===== src/rtl/i2c_regacc_regs.svh =====
// Constants for the I2C register access slave
`ifndef I2C_REGACC_REGS_SVH
`define I2C_REGACC_REGS_SVH

`define I2C_DEV_ADDR          7'h51
`define I2C_ADDR_BYTE_WR      8'ha2
`define I2C_ADDR_BYTE_RD      8'ha3
`define I2C_PTR_RESET         8'h00
`define I2C_READ_BLANK        8'hff
`define I2C_CLK_FREQ_HZ       100000000
`define I2C_TIMEOUT_S         1
`define I2C_TIMEOUT_CYCLES    (`I2C_TIMEOUT_S * `I2C_CLK_FREQ_HZ)

`endif


===== src/rtl/i2c_regacc_pkg.sv =====
// Types for the I2C register access slave
`default_nettype none

package i2c_regacc_pkg;

  typedef enum logic [5:0] {
    ST_IDLE = 6'h01,
    ST_ADDR = 6'h02,
    ST_RX   = 6'h04,
    ST_TX   = 6'h08,
    ST_ACK  = 6'h10,
    ST_MACK = 6'h20
  } slave_state_t;

  typedef struct packed {
    logic       wr_en;
    logic [7:0] addr;
    logic [7:0] wdata;
  } reg_req_t;

endpackage

`default_nettype wire


===== src/rtl/i2c_line_sync.sv =====
// Two-flop synchroniser with edge and condition detection for SCL and SDA
`timescale 1ns/1ps
`default_nettype none

module i2c_line_sync
(
  // Clock and reset
  input  wire logic sys_clk_in,
  input  wire logic rst_n_in,
  // Raw bus lines
  input  wire logic scl_in,
  input  wire logic sda_in,
  // Conditioned events
  output logic      scl_rise_out,
  output logic      scl_fall_out,
  output logic      start_out,
  output logic      stop_out,
  output logic      sda_out
);

  logic [1:0] scl_meta_reg;
  logic [1:0] sda_meta_reg;
  logic       scl_prev_reg;
  logic       sda_prev_reg;

  always_ff @(posedge sys_clk_in or negedge rst_n_in)
  begin
    if (!rst_n_in)
    begin
      scl_meta_reg <= 2'h3;
      sda_meta_reg <= 2'h3;
    end
    else
    begin
      scl_meta_reg <= {scl_meta_reg[0], scl_in};
      sda_meta_reg <= {sda_meta_reg[0], sda_in};
    end
  end

  always_ff @(posedge sys_clk_in or negedge rst_n_in)
  begin
    if (!rst_n_in)
    begin
      scl_prev_reg <= 1'b1;
      sda_prev_reg <= 1'b1;
    end
    else
    begin
      scl_prev_reg <= scl_meta_reg[1];
      sda_prev_reg <= sda_meta_reg[1];
    end
  end

  assign scl_rise_out = scl_meta_reg[1] & ~scl_prev_reg;
  assign scl_fall_out = ~scl_meta_reg[1] & scl_prev_reg;
  // Conditions need SCL high on both samples
  assign start_out = scl_meta_reg[1] & scl_prev_reg & sda_prev_reg & ~sda_meta_reg[1];
  assign stop_out  = scl_meta_reg[1] & scl_prev_reg & ~sda_prev_reg & sda_meta_reg[1];
  assign sda_out   = sda_meta_reg[1];

endmodule

`default_nettype wire


===== src/rtl/i2c_regacc_slave.sv =====
// I2C slave giving byte access to internal registers through a pointer
//
// Functional notes
// - Answer only bus address 1010001b, acknowledging it for both directions.
// - Other addresses: ignore the transfer, SDA stays released at acknowledge.
// - Address byte MSB first; last bit 1 reads (A3h), 0 writes (A2h).
// - Addressed as receiver, acknowledge every received byte in ninth clock.
// - Acknowledger holds SDA low through the whole ninth clock high phase.
// - On no acknowledge, release SDA so the master can STOP.
// - First written byte after the address loads the 8-bit pointer.
// - Pointer increments by one after each written data byte.
// - Write: START, A2h, ack, pointer, ack, data bytes acked, STOP.
// - A write ends on STOP or on the next START.
// - Random read: write pointer, repeated START or STOP+START, then A3h.
// - Reading sends the pointed register, incrementing for each byte sent, acked or not.
// - Read straight after START sends from last accessed address plus one.
// - Any number of data bytes is accepted in one transfer.
// - SCL is only sampled, never driven; SDA is bidirectional.
// - After one second in a transfer, go idle, drop writes, read FFh.
// - Repeated START behaves as STOP followed by START.
`timescale 1ns/1ps
`default_nettype none

`include "i2c_regacc_regs.svh"

module i2c_regacc_slave
#(
  parameter int unsigned TIMEOUT_CYCLES = `I2C_TIMEOUT_CYCLES
)
(
  // Clock and reset
  input  wire logic                     sys_clk_in,
  input  wire logic                     rst_n_in,
  // Bus pins
  input  wire logic                     scl_in,
  input  wire logic                     sda_in,
  output logic                          sda_out,
  output logic                          sda_oe_out,
  // Register file port
  output i2c_regacc_pkg::reg_req_t      reg_req_out,
  input  wire logic [7:0]               reg_rdata_in,
  // Status
  output logic                          busy_out,
  output logic                          timeout_out
);

  logic scl_rise;
  logic scl_fall;
  logic start_det;
  logic stop_det;
  logic sda_s;

  i2c_line_sync u_sync
  (
    .sys_clk_in   (sys_clk_in),
    .rst_n_in     (rst_n_in),
    .scl_in       (scl_in),
    .sda_in       (sda_in),
    .scl_rise_out (scl_rise),
    .scl_fall_out (scl_fall),
    .start_out    (start_det),
    .stop_out     (stop_det),
    .sda_out      (sda_s)
  );

  i2c_regacc_pkg::slave_state_t state_reg;
  logic [7:0]                   shift_reg;
  logic [3:0]                   bit_cnt_reg;
  logic                         read_mode_reg;
  logic                         ptr_loaded_reg;
  logic                         ack_pending_reg;
  logic [7:0]                   ptr_reg;
  logic                         dead_reg;
  logic [31:0]                  tmo_cnt_reg;
  logic                         in_xfer_reg;
  logic [7:0]                   rx_byte;
  logic                         tmo_hit;

  assign rx_byte = {shift_reg[6:0], sda_s};
  assign tmo_hit = in_xfer_reg && (tmo_cnt_reg >= TIMEOUT_CYCLES - 32'h1);

  // Transfer timer, running from START until STOP or timeout
  always_ff @(posedge sys_clk_in or negedge rst_n_in)
  begin
    if (!rst_n_in)
    begin
      in_xfer_reg <= 1'b0;
      tmo_cnt_reg <= 32'h0;
    end
    else if (start_det)
    begin
      in_xfer_reg <= 1'b1;
      tmo_cnt_reg <= 32'h0;
    end
    else if (stop_det || tmo_hit)
    begin
      in_xfer_reg <= 1'b0;
      tmo_cnt_reg <= 32'h0;
    end
    else if (in_xfer_reg)
    begin
      tmo_cnt_reg <= tmo_cnt_reg + 32'h1;
    end
  end

  // Timed-out flag holds until the next START
  always_ff @(posedge sys_clk_in or negedge rst_n_in)
  begin
    if (!rst_n_in)
    begin
      dead_reg <= 1'b0;
    end
    else if (start_det)
    begin
      dead_reg <= 1'b0;
    end
    else if (tmo_hit)
    begin
      dead_reg <= 1'b1;
    end
  end

  // Byte-level state machine
  always_ff @(posedge sys_clk_in or negedge rst_n_in)
  begin
    if (!rst_n_in)
    begin
      state_reg       <= i2c_regacc_pkg::ST_IDLE;
      shift_reg       <= 8'h00;
      bit_cnt_reg     <= 4'h0;
      read_mode_reg   <= 1'b0;
      ptr_loaded_reg  <= 1'b0;
      ack_pending_reg <= 1'b0;
    end
    else if (start_det)
    begin
      // Repeated START restarts address phase
      state_reg      <= i2c_regacc_pkg::ST_ADDR;
      bit_cnt_reg    <= 4'h0;
      ptr_loaded_reg <= 1'b0;
      read_mode_reg  <= 1'b0;
    end
    else if (stop_det || tmo_hit)
    begin
      state_reg <= i2c_regacc_pkg::ST_IDLE;
    end
    else
    begin
      case (state_reg)
        i2c_regacc_pkg::ST_ADDR,
        i2c_regacc_pkg::ST_RX:
        begin
          if (scl_rise)
          begin
            shift_reg   <= rx_byte;
            bit_cnt_reg <= bit_cnt_reg + 4'h1;
          end
          else if (scl_fall && bit_cnt_reg == 4'h8)
          begin
            bit_cnt_reg <= 4'h0;
            if (state_reg == i2c_regacc_pkg::ST_ADDR)
            begin
              if (shift_reg[7:1] == `I2C_DEV_ADDR)
              begin
                read_mode_reg <= shift_reg[0];
                state_reg     <= i2c_regacc_pkg::ST_ACK;
              end
              else
              begin
                state_reg <= i2c_regacc_pkg::ST_IDLE;
              end
            end
            else
            begin
              ptr_loaded_reg <= 1'b1;
              state_reg      <= i2c_regacc_pkg::ST_ACK;
            end
          end
        end
        i2c_regacc_pkg::ST_ACK:
        begin
          // Ack driven across the ninth clock, released on its falling edge
          if (scl_fall)
          begin
            state_reg <= read_mode_reg ? i2c_regacc_pkg::ST_TX
                                       : i2c_regacc_pkg::ST_RX;
          end
        end
        i2c_regacc_pkg::ST_TX:
        begin
          if (scl_fall)
          begin
            bit_cnt_reg <= bit_cnt_reg + 4'h1;
            if (bit_cnt_reg == 4'h7)
            begin
              bit_cnt_reg <= 4'h0;
              state_reg   <= i2c_regacc_pkg::ST_MACK;
            end
          end
        end
        i2c_regacc_pkg::ST_MACK:
        begin
          if (scl_rise)
          begin
            ack_pending_reg <= ~sda_s;
          end
          else if (scl_fall)
          begin
            // No acknowledge: stay released until STOP
            state_reg <= ack_pending_reg ? i2c_regacc_pkg::ST_TX
                                         : i2c_regacc_pkg::ST_IDLE;
          end
        end
        default:
        begin
          state_reg <= state_reg;
        end
      endcase
    end
  end

  // Register pointer and register writes
  always_ff @(posedge sys_clk_in or negedge rst_n_in)
  begin
    if (!rst_n_in)
    begin
      ptr_reg     <= `I2C_PTR_RESET;
      reg_req_out <= '0;
    end
    else
    begin
      reg_req_out.wr_en <= 1'b0;
      if (!start_det && !stop_det && !tmo_hit && !dead_reg && scl_fall)
      begin
        if (state_reg == i2c_regacc_pkg::ST_RX && bit_cnt_reg == 4'h8)
        begin
          if (!ptr_loaded_reg)
          begin
            ptr_reg <= shift_reg;
          end
          else
          begin
            reg_req_out.wr_en <= 1'b1;
            reg_req_out.addr  <= ptr_reg;
            reg_req_out.wdata <= shift_reg;
            ptr_reg           <= ptr_reg + 8'h01;
          end
        end
        else if (state_reg == i2c_regacc_pkg::ST_MACK)
        begin
          // Every sent byte advances, so a later read resumes one past it
          ptr_reg <= ptr_reg + 8'h01;
        end
      end
      if (!reg_req_out.wr_en)
      begin
        reg_req_out.addr <= ptr_reg;
      end
    end
  end

  // SDA drive; SCL has no driver at all
  always_ff @(posedge sys_clk_in or negedge rst_n_in)
  begin
    if (!rst_n_in)
    begin
      sda_oe_out <= 1'b0;
    end
    else if (start_det || stop_det || tmo_hit || dead_reg)
    begin
      sda_oe_out <= 1'b0;
    end
    else if (state_reg == i2c_regacc_pkg::ST_ACK)
    begin
      sda_oe_out <= 1'b1;
    end
    else if (state_reg == i2c_regacc_pkg::ST_TX)
    begin
      // Open drain: drive only the zero bits
      sda_oe_out <= ~(reg_rdata_in[3'h7 - bit_cnt_reg[2:0]]);
    end
    else
    begin
      sda_oe_out <= 1'b0;
    end
  end

  always_ff @(posedge sys_clk_in or negedge rst_n_in)
  begin
    if (!rst_n_in)
    begin
      sda_out     <= 1'b0;
      busy_out    <= 1'b0;
      timeout_out <= 1'b0;
    end
    else
    begin
      sda_out     <= 1'b0;
      busy_out    <= in_xfer_reg;
      timeout_out <= dead_reg;
    end
  end

endmodule

`default_nettype wire


===== config.mk =====
export PLATFORM = sky130hd
export DESIGN_NAME = i2c_regacc_slave
export DESIGN_NICKNAME = d
export VERILOG_FILES = /design/src/rtl/i2c_regacc_pkg.sv /design/src/rtl/i2c_line_sync.sv /design/src/rtl/i2c_regacc_slave.sv
export VERILOG_INCLUDE_DIRS = /design/src /design/src/rtl
export SDC_FILE = /design/constraint.sdc
export NUM_CORES = 1
export LEC_CHECK = 0
export ABC_AREA = 1
export BUFFER_PORTS_ARGS = -buffer_cell sky130_fd_sc_hd__buf_2
export CAP_MARGIN = 20
export CORE_ASPECT_RATIO = 1.75
export CORE_MARGIN = 8
export CORE_UTILIZATION = 50
export CTS_CLUSTER_DIAMETER = 200
export DETAILED_ROUTE_END_ITERATION = 10
export GPL_ROUTABILITY_DRIVEN = 1
export PLACE_DENSITY_LB_ADDON = 0.2
export SETUP_SLACK_MARGIN = 0.4
export SLEW_MARGIN = 20
export SYNTH_ARGS = -nofsm -noshare
export SYNTH_HDL_FRONTEND = slang
export SYNTH_SLANG_ARGS = --single-unit
export TNS_END_PERCENT = 100

===== constraint.sdc =====
create_clock -name sys_clk_in -period 3 [get_ports sys_clk_in]
set_input_delay 0.45 -clock sys_clk_in [delete_from_list [all_inputs] [get_ports sys_clk_in]]
set_output_delay 0.45 -clock sys_clk_in [all_outputs]
set_load 0.1 [all_outputs]

==> results of run 1 <==
-- cells in the mapped netlist, types with 2 or more instances --
| master | count |
|---|---|
| o21ai_0 | 32 |
| nand2_2 | 5 |
| ha_1 | 4 |
| nor3_1 | 16 |
| a211oi_1 | 3 |
| nor2_1 | 55 |
| nor2_2 | 8 |
| buf_4 | 4 |
| dfrtp_1 | 82 |
| nand4_4 | 2 |
| xnor2_1 | 3 |
| o21ai_2 | 11 |
| nand3_1 | 32 |
| a21oi_1 | 13 |
| nor3_4 | 2 |
| buf_6 | 6 |
| nor2_4 | 5 |
| o22ai_1 | 3 |
| nand2_1 | 135 |
| nand4_1 | 8 |
| inv_1 | 59 |
| xor2_1 | 11 |
| inv_2 | 6 |
| dfstp_2 | 7 |
| o21ai_1 | 11 |
-- cell families (layout without fill, tap and decap cells) --
logic type | count (synthesis) | in the layout | synth area share, %
AO/OA/AOI/OAI | 82 | 82 | 11.2
XOR/XNOR | 14 | 14 | 2.68
adder cells (fa/ha/maj) | 4 | 4 | 1.10
buffers and inverters | 78 | 115 | 7.78
flip-flops | 89 | 89 | 48.9
other | 1 | 1 | 0.0821
AND/OR/NAND/NOR | 275 | 275 | 28.2
-- area by class of cell --
cell class                      instances  area share (%)
Multi-Input combinational cell        376            38.4
Inverter                               66            4.86
Clock buffer                           10            4.64
Sequential cell                        89            43.4
Clock inverter                          5            2.02
Tap cell                              120            2.92
Timing Repair Buffer                   34            3.74
-- per-layer routing --
| metal | wire length, um | track usage (%) | share of wire, % | up-vias |
|---|---|---|---|---|
| met4 | 250 | 7.80 | 2.6 | 0 |
| met1 | 3810 | 18.0 | 40 | 1706 |
| met2 | 5270 | 31.4 | 55 | 52 |
| met3 | 223 | 3.01 | 2.3 | 18 |
| li1 | - | - | - | 1816 |
| met5 | 0 | 0 | 0 | - |
-- critical path, stage by stage, from the launching register on --
cell	delay, ps
dfrtp_1	410
ha_1	220
nand2_1	130
nor2_1	60
nand2_1	90
nand2_1	60
nand2_1	70
nand2_2	100
nand2_2	130
nand2_1	270
nor2_1	280
inv_1	140
nor2_1	120
-- metrics by stage --
stage	utilization (%)	instances	worst slack [ps]
final	57.3	700	856
after global routing	57.3	700	556
after CTS	57.3	700	819
after detailed placement	53.5	685	824
after global placement	53.5	685	895
after floorplan	-	543	1170
-- power breakdown --
| group | total [mW] | internal [mW] | switching (mW) | leakage (nW) |
|---|---|---|---|---|
| Sequential | 1.37 | 1.29 | 0.0789 | 1.21 |
| Clock | 1.28 | 0.832 | 0.450 | 0.169 |
| Combinational | 0.523 | 0.150 | 0.373 | 1.10 |
| Total | 3.17 | 2.27 | 0.902 | 2.47 |
-- layout by cell type, fill, tap and decap left out, types with 2 or more instances in the layout --
master	instances
o21ai_1	11
bufinv_16	3
nor3_4	2
o21ai_2	11
nor2_2	8
inv_2	6
buf_4	3
dfrtp_1	82
xor2_1	11
nand2_2	5
dfstp_2	7
clkbuf_16	9
a21oi_1	13
nand4_1	8
inv_1	59
o22ai_1	3
nand2_1	135
buf_2	30
nor2_1	55
nor2_4	5
ha_1	4
a211oi_1	3
xnor2_1	3
o21ai_0	32
nor3_1	16
nand4_4	2
nand3_1	32
-- worst paths after layout --
| path | start | end |
|---|---|---|
| hold / removal | rst_n_in | tmo_cnt_reg[9]$_DFFE_PN0P_ |
| min in group sys_clk_in | scl_in | u_sync.scl_meta_reg[0]$_DFF_PN1_ |
| setup / recovery | tmo_cnt_reg[0]$_DFFE_PN0P_ | tmo_cnt_reg[30]$_DFFE_PN0P_ |
| max in group asynchronous | rst_n_in | ptr_reg[2]$_DFFE_PN0P_ |
| setup reg to reg | tmo_cnt_reg[0]$_DFFE_PN0P_ | tmo_cnt_reg[30]$_DFFE_PN0P_ |
| hold reg to reg | u_sync.scl_meta_reg[0]$_DFF_PN1_ | u_sync.scl_meta_reg[1]$_DFF_PN1_ |
==> impl_metrics.yaml, run 1 <==
status:
  status: "finished clean"
synth:
  post_synth_main_area_contributors: "dfrtp_1 (45%), nand2_1 (11%), inv_1 (4.8%)"
  synth_area_leader_cell: "dfrtp_1"
  ys_ff_latch: 89
  synth.distinct_cells: 45
  synth_edf_count: 0
  synth_async_sr_flop_share_pct: 100
  synth.avg_cell_area_um2: 8.41
  synth_ff_type: "dfrtp_1"
  ys_seq_area_share_pct: 48.9
  synth.top_cell.area_share_pct: 44.9
  synth-warning-count: 0
  netlist_area_um2: 4570
  synthCells: 543
  postSynthNetCount: 559
pwr:
  power.leakage_nw: 2.47
  power.density_nw_per_um2: 617
  vdd.ir_drop.worst_v: 0.000492
  power_mw: 3.17
cells_and_area:
  fillCellCount: 816
  synthToLayoutAreaGrowth_pct: 12.7
  largest_register_ffs: 32
  postLayoutCellArea_um2: 5150
  antenna_cells: 0
  layout.area.seq_um2: 2240
  multi_input_area_um2: 1980
  nNetsFinal: 592
  layout_cell_share_with_drive_strength_beyond_1_pct: 17.9
floorplanning:
  die_area_um2: 12600
  die_h_um: 142
  io_pins: 33
  floorplan.initialDensity_pct: 50.9
  core.rowCount: 46
  floorplan.core_area_um2: 8980
  die_w_um: 88.3
worst_setup_path:
  critical_path_fanout_max: 11
  worst_r2r_path_depth: 12
  end_kind: "register"
  timing.setup.critical_path_class: "reg -> reg"
  startpoint_type: "register"
  worst-endpoint-arrival_ps: 2410
  regToRegSetupSlack_ps: 860
  worstPathRequired_ps: 3270
clocking:
  post_cts.resized_instances: 0
  tritoncts: "yes"
  cts_root_buffer: "clkbuf_16"
  worst_skew_pair.late_latency_ps: 340
  cts_post_setup_buffers_inserted: 0
  tritoncts.num_buffers: 9
  maximum_level_of_the_cts_h_tree: 3
  clkTransAtPathRegs_ps: 60
  cts_hold_repair.buffers: 0
  clock_sinks: 89
  ctsLongestPathBuffers: 2
detailed_routing:
  drt_wl_total_mm: 9.56
  first_iter_violations: 168
  drc: 0
  vias_per_cell: 5.13
  ant_nets: 0
  vias: 3592
  detail_route.wl_per_cell_um: 13.7
  first_pass_detailed_route_iteration_total: 4
sta:
  timing.final.crit_period_ps: 2140
  finalSetupViolCount: 0
  finalHoldWorstSlack_ps: 167
  rsz0062_at_grt: "false"
  max_slew_violation_count: 0
  setup_total_negative_slack_ps: 0
  worst_margin_pin_slew_ps: 709
  worst_slew_margin_rel_pct: 52.7
  hold_viol_final: 0
  maxClockFrequency_mhz: 466
  min_period_over_period_pct: 71.5
  clock_skew_ps: 6.01
global_routing:
  grt_overflow: 0
  grt_pass1_vias: 3731
  globalRouteTotalUtil_pct: 17.1
  grt_pass1_wl_mm: 16.8
  largest_net_degree_at_the_start_of_global_routing: 56
  number_of_antenna_violations_at_the_first_check_in_global_routing: 0
place:
  place_congestion: 0.853
  placement.io_buffers: 31
  placement.cell_area_um2: 4810
  detailed_place_hpwl_mm: 7.10
hold_path:
  hold_class: "in -> async"
job:
  number_of_max_cap_violations: 0
(Power assumes the default switching activity.)
==> run 2, diff against run 1 <==
==> constraint.sdc (replaced) <==
create_clock -name sys_clk_in -period 1.9 [get_ports sys_clk_in]
set_input_delay 0.285 -clock sys_clk_in [delete_from_list [all_inputs] [get_ports sys_clk_in]]
set_output_delay 0.285 -clock sys_clk_in [all_outputs]
set_load 0.1 [all_outputs]
==> impl_metrics.yaml, run 2 (same netlist as run 1, synthesis figures left out) <==
status:
  status: "finished clean"
detailed_routing:
  drt_wl_total_mm: 12.1
  detail_route.wl_per_cell_um: 15.9
  first_iter_violations: 126
  drc: 0
  vias: 3992
  ant_nets: 0
  vias_per_cell: 5.25
  first_pass_detailed_route_iteration_total: 4
clocking:
  tritoncts.num_buffers: 9
  cts_root_buffer: "clkbuf_16"
  tritoncts: "yes"
  clock_sinks: 89
  clkTransAtPathRegs_ps: 60
  worst_skew_pair.late_latency_ps: 350
  maximum_level_of_the_cts_h_tree: 3
  ctsLongestPathBuffers: 2
pwr:
  netSwitchingFraction_pct: 34.2
  power_switching_mw: 1.88
  share_clk_of_total_power_pct: 32.8
  vdd.ir_drop.worst_v: 0.000596
  power.density_nw_per_um2: 868
  power_mw: 5.49
  portion_of_total_power_attributed_to_combinational_logic_pct: 27.7
  p_int_mw: 3.62
  power.leakage_nw: 3.01
  share_seq_of_total_power_pct: 39.4
cells_and_area:
  most_frequent_standard_cell_in_the_layout_excluding_fill_and_tap_cells: "nand2_1"
  synthToLayoutAreaGrowth_pct: 38.5
  layout_cell_share_with_drive_strength_beyond_1_pct: 44.1
  antenna_cells: 0
  commonest_cells_after_routing_fill_and_taps_aside: "nand2_1 (83), dfrtp_1 (80), inv_1 (49), nor2_1 (45), buf_4 (43)"
  postLayoutCellArea_um2: 6320
  largest_register_ffs: 32
  nNetsFinal: 651
  fillCellCount: 685
worst_setup_path:
  timing.setup.critical_path_class: "reg -> reg"
  timing.critical_path.buf_inv: 1
  timing.critical_path.slowest_cell_delay_ps: 430
  timing.critical_path.slowest_stage_cell: "dfrtp_1"
  worst_path_dominant_cell_family: "simple AND/OR/NAND/NOR gates"
  critical_path_fanout_max: 6
  rr_endpoint: "reg_req_out[8]$_DFFE_PN0P_"
  startpoint_type: "register"
  worst-endpoint-arrival_ps: 2110
  worstPathRequired_ps: 2140
  end_kind: "register"
  crit_path_cell_trace: "nor2_1 -> nand3_1 -> nor2_1 -> nand2_1 -> nand2_2 -> nand2_4 -> a21boi_4 -> nand4_4 -> clkbuf_16 -> nand3_2 -> nand2_1"
  regToRegSetupSlack_ps: 30
  worst_r2r_path_depth: 11
  worst_r2r_startpoint: "tmo_cnt_reg[10]$_DFFE_PN0P_"
sta:
  worst_slew_margin_rel_pct: 63.2
  finalSetupViolCount: 0
  min_period_over_period_pct: 98.5
  worst_margin_pin_slew_ps: 552
  hold_viol_final: 0
  maxClockFrequency_mhz: 534
  setup_total_negative_slack_ps: 0
  rsz0062_at_grt: "true"
  clock_skew_ps: 10.6
  timing.final.crit_period_ps: 1870
  max_slew_violation_count: 0
  finalHoldWorstSlack_ps: 36.3
hold_path:
  timing.hold.worst_path_depth: 1
  worstHoldStart: "scl_in"
  hold_class: "in -> reg"
  min_to: "u_sync.scl_meta_reg[0]$_DFF_PN1_"
job:
  number_of_max_cap_violations: 0
global_routing:
  largest_net_degree_at_the_start_of_global_routing: 42
  number_of_antenna_violations_at_the_first_check_in_global_routing: 0
  grt_pass1_wl_mm: 19.2
  grt_overflow: 0
  globalRouteTotalUtil_pct: 19.7
  grt_pass1_vias: 4078
place:
  detailed_place_hpwl_mm: 7.58
  placement.io_buffers: 31
  placement.cell_area_um2: 5040
  place_congestion: 0.884
floorplanning:
  die_h_um: 142
  core.rowCount: 46
  die_w_um: 88.3
  io_pins: 33
  floorplan.initialDensity_pct: 50.9
  die_area_um2: 12600
  floorplan.core_area_um2: 8980
[run 2: cell types whose count changed in the layout (fill, tap and decap cells not counted), sizes merged]
cell | before | now
clkbuf | 10 | 12
bufinv | 3 | 1
buf | 34 | 89
nand2 | 140 | 141
clkinvlp | 0 | 2
nand3 | 34 | 35
dlygate4sd3 | 0 | 1
[run 2: metrics by stage]
step | utilization [%] | setup WS (ps) | std cells
2_1_floorplan | - | 111 | 543
3_3_place_gp | 56.2 | 47.3 | 705
3_5_place_dp | 56.2 | -26.4 | 705
4_1_cts | 66.5 | 84.1 | 754
5_1_grt | 70.4 | -90.8 | 760
6_report | 70.4 | 27.8 | 760
[run 2: worst max path at each step]
stage                                 from                          to  slack, ps  depth (start not counted)
5_1_grt         tmo_cnt_reg[1]$_DFFE_PN0P_  reg_req_out[8]$_DFFE_PN0P_        -90                         12
3_3_place_gp    tmo_cnt_reg[1]$_DFFE_PN0P_    state_reg[0]$_DFFE_PN1P_         50                         12
6_report       tmo_cnt_reg[10]$_DFFE_PN0P_  reg_req_out[8]$_DFFE_PN0P_         30                         11
4_1_cts         tmo_cnt_reg[0]$_DFFE_PN0P_  reg_req_out[9]$_DFFE_PN0P_         80                         12
2_1_floorplan   tmo_cnt_reg[1]$_DFFE_PN0P_  reg_req_out[6]$_DFFE_PN0P_        110                         12
3_5_place_dp    tmo_cnt_reg[1]$_DFFE_PN0P_    state_reg[2]$_DFFE_PN0P_        -30                         12
[run 2: power groups by stage]
stage,Clock (mW),Combinational [mW],Sequential (mW)
floorplan,0,0.649,2.24
global placement,0,0.939,2.17
detailed placement,0,0.958,2.18
finish,1.80,1.52,2.17
global route,1.91,1.64,2.18
CTS,1.82,1.27,2.14
[run 2: repair_timing]
| action | in CTS | in global routing |
|---|---|---|
| endpoints found under the setup margin | 81 | 82 |
| hold buffers | 1 | 0 |
| buffers inserted | 27 | 6 |
| gates resized for setup | 88 | 88 |
| gates cloned | 5 | 0 |
| pin swaps | 30 | 37 |
| hold endpoints to repair | 36 | 0 |
[run 2: area by class of cell]
| cell class | count | area (um2) | area share, % |
|---|---|---|---|
| multi-input cells | 378 | 2630 | 41.5 |
| flip-flops and latches | 89 | 2240 | 35.4 |
| repair buffers | 91 | 761 | 12.0 |
| inverters | 66 | 253 | 4.00 |
| clock buffers | 11 | 243 | 3.84 |
| well taps | 120 | 150 | 2.37 |
| clock inverters | 5 | 55.1 | 0.870 |
[run 2: per-layer routing]
| metal | part of all wire, % | vias up | GRT usage, % | wire, um |
|---|---|---|---|---|
| li1 | - | 1943 | - | - |
| met1 | 35 | 1926 | 20.2 | 4270 |
| met2 | 57 | 80 | 35.7 | 6910 |
| met3 | 2.9 | 43 | 3.64 | 347 |
| met4 | 4.5 | 0 | 11.0 | 537 |
| met5 | 0 | - | 0 | 0 |
==> run 3, diff against run 2 <==
--- a/config.mk
+++ b/config.mk
@@ -16,6 +16,7 @@
 export DETAILED_ROUTE_END_ITERATION = 10
 export GPL_ROUTABILITY_DRIVEN = 1
 export PLACE_DENSITY_LB_ADDON = 0.2
+export RECOVER_POWER = 100
 export SETUP_SLACK_MARGIN = 0.4
 export SLEW_MARGIN = 20
 export SYNTH_ARGS = -nofsm -noshare
==> impl_metrics.yaml, run 3 (same netlist as run 1, synthesis figures left out) <==
floorplanning:
  floorplan.core_area_um2: 8980
  die_h_um: 142
  io_pins: 33
  die_w_um: 88.3
  core.rowCount: 46
  die_area_um2: 12600
  floorplan.initialDensity_pct: 50.9
global_routing:
  number_of_antenna_violations_at_the_first_check_in_global_routing: 0
  globalRouteTotalUtil_pct: 19.7
  grt_overflow: 0
  largest_net_degree_at_the_start_of_global_routing: 42
  grt_pass1_vias: 4078
  grt_pass1_wl_mm: 19.2
detailed_routing:
  drc: 0
  vias: 3984
  drt_wl_total_mm: 12.1
  first_iter_violations: 111
  vias_per_cell: 5.24
  first_pass_detailed_route_iteration_total: 5
  ant_nets: 0
  detail_route.wl_per_cell_um: 15.9
sta:
  min_period_over_period_pct: 98.9
  max_slew_violation_count: 0
  finalSetupViolCount: 0
  clock_skew_ps: 10.0
  timing.final.crit_period_ps: 1880
  worst_margin_pin_slew_ps: 1020
  rsz0062_at_grt: "true"
  hold_viol_final: 0
  worst_slew_margin_rel_pct: 31.9
  maxClockFrequency_mhz: 532
worst_setup_path:
  critical_path_fanout_max: 6
  startpoint_type: "register"
  timing.setup.critical_path_class: "reg -> reg"
  worst-endpoint-arrival_ps: 2110
  end_kind: "register"
  worstPathRequired_ps: 2140
  worst_r2r_path_depth: 11
clocking:
  tritoncts.num_buffers: 9
  ctsLongestPathBuffers: 2
  maximum_level_of_the_cts_h_tree: 3
  clkTransAtPathRegs_ps: 60
  worst_skew_pair.late_latency_ps: 350
  clock_sinks: 89
  tritoncts: "yes"
  cts_root_buffer: "clkbuf_16"
pwr:
  power_mw: 5.48
  power.leakage_nw: 2.98
  vdd.ir_drop.worst_v: 0.000597
  power.density_nw_per_um2: 870
cells_and_area:
  fillCellCount: 689
  commonest_cells_after_routing_fill_and_taps_aside: "nand2_1 (83), dfrtp_1 (80), inv_1 (49), nor2_1 (45), buf_4 (38)"
  nNetsFinal: 651
  antenna_cells: 0
  synthToLayoutAreaGrowth_pct: 37.9
  layout_cell_share_with_drive_strength_beyond_1_pct: 43.6
  postLayoutCoreUtil_pct: 70.1
  layout.area.seq_um2: 2240
  most_frequent_standard_cell_in_the_layout_excluding_fill_and_tap_cells: "nand2_1"
  multi_input_area_um2: 2630
  largest_register_ffs: 32
place:
  placement.io_buffers: 31
  detailed_place_hpwl_mm: 7.58
  place_congestion: 0.884
job:
  number_of_max_cap_violations: 0
hold_path:
  hold_class: "in -> reg"
  timing.hold.worst_path_depth: 1
status:
  status: "finished clean"
## run 3: what timing repair did
item,CTS,global route
hold endpoints to repair,36,0
hold buffers,1,0
cloned,5,0
endpoints found under the setup margin,81,82
resized for setup,88,88
pin swaps,30,37
setup buffers,27,6
## run 3: layout make-up
cell class | count | area share [%]
multi-input cells | 378 | 41.7
clock buffers | 11 | 3.85
clock inverters | 5 | 0.874
flip-flops and latches | 89 | 35.5
inverters | 66 | 4.01
well taps | 120 | 2.38
repair buffers | 91 | 11.6
## run 3: final timing paths
check                                                      start                               end  slack, ps
worst max-delay path                 tmo_cnt_reg[10]$_DFFE_PN0P_        reg_req_out[8]$_DFFE_PN0P_         20
worst min-delay path                                      scl_in  u_sync.scl_meta_reg[0]$_DFF_PN1_         40
worst max register to register       tmo_cnt_reg[10]$_DFFE_PN0P_        reg_req_out[8]$_DFFE_PN0P_         20
worst min register to register  u_sync.sda_meta_reg[0]$_DFF_PN1_  u_sync.sda_meta_reg[1]$_DFF_PN1_        360
max in group asynchronous                               rst_n_in        reg_req_out[0]$_DFFE_PN0P_        230
min in group asynchronous                               rst_n_in             timeout_out$_DFF_PN0_        640
## run 3: worst max-delay path, cell delays in order (launching register included)
cell       delay, ps
dfrtp_1          430
nor2_1           150
nand3_1          100
nor2_1           120
nand2_1           90
nand2_2           80
nand2_4           80
a21boi_4         190
nand4_4          190
clkbuf_16        230
nand3_2           60
nand2_1           50
## run 3: where the power goes
| group | internal, mW | switching [mW] | total [mW] | leakage [nW] |
|---|---|---|---|---|
| sequential | 2.04 | 0.127 | 2.17 | 1.20 |
| clock | 1.05 | 0.748 | 1.80 | 0.142 |
| combinational | 0.521 | 0.997 | 1.52 | 1.63 |
| total | 3.61 | 1.87 | 5.48 | 2.98 |
## run 3: metrics by stage
step	hold slack [ps]	cell area [um2]	setup slack, ps	cells	setup TNS (ps)
after detailed placement	311	5040	-26.4	705	-55.3
after global routing	27.5	6300	-90.8	760	-1540
final	35.7	6300	21.7	760	0
after floorplan	-10.6	4650	111	543	0
after CTS	28.7	5970	84.1	754	0
after global placement	308	5040	47.3	705	0
## run 3: per-layer routing
metal / global-route usage [%] / part of all wire, % / vias to the layer above
met2: 35.7 / 57 / 85
met3: 3.64 / 2.7 / 44
met4: 11.0 / 4.7 / 0
met5: 0 / 0 / -
li1: - / - / 1940
met1: 20.2 / 35 / 1915
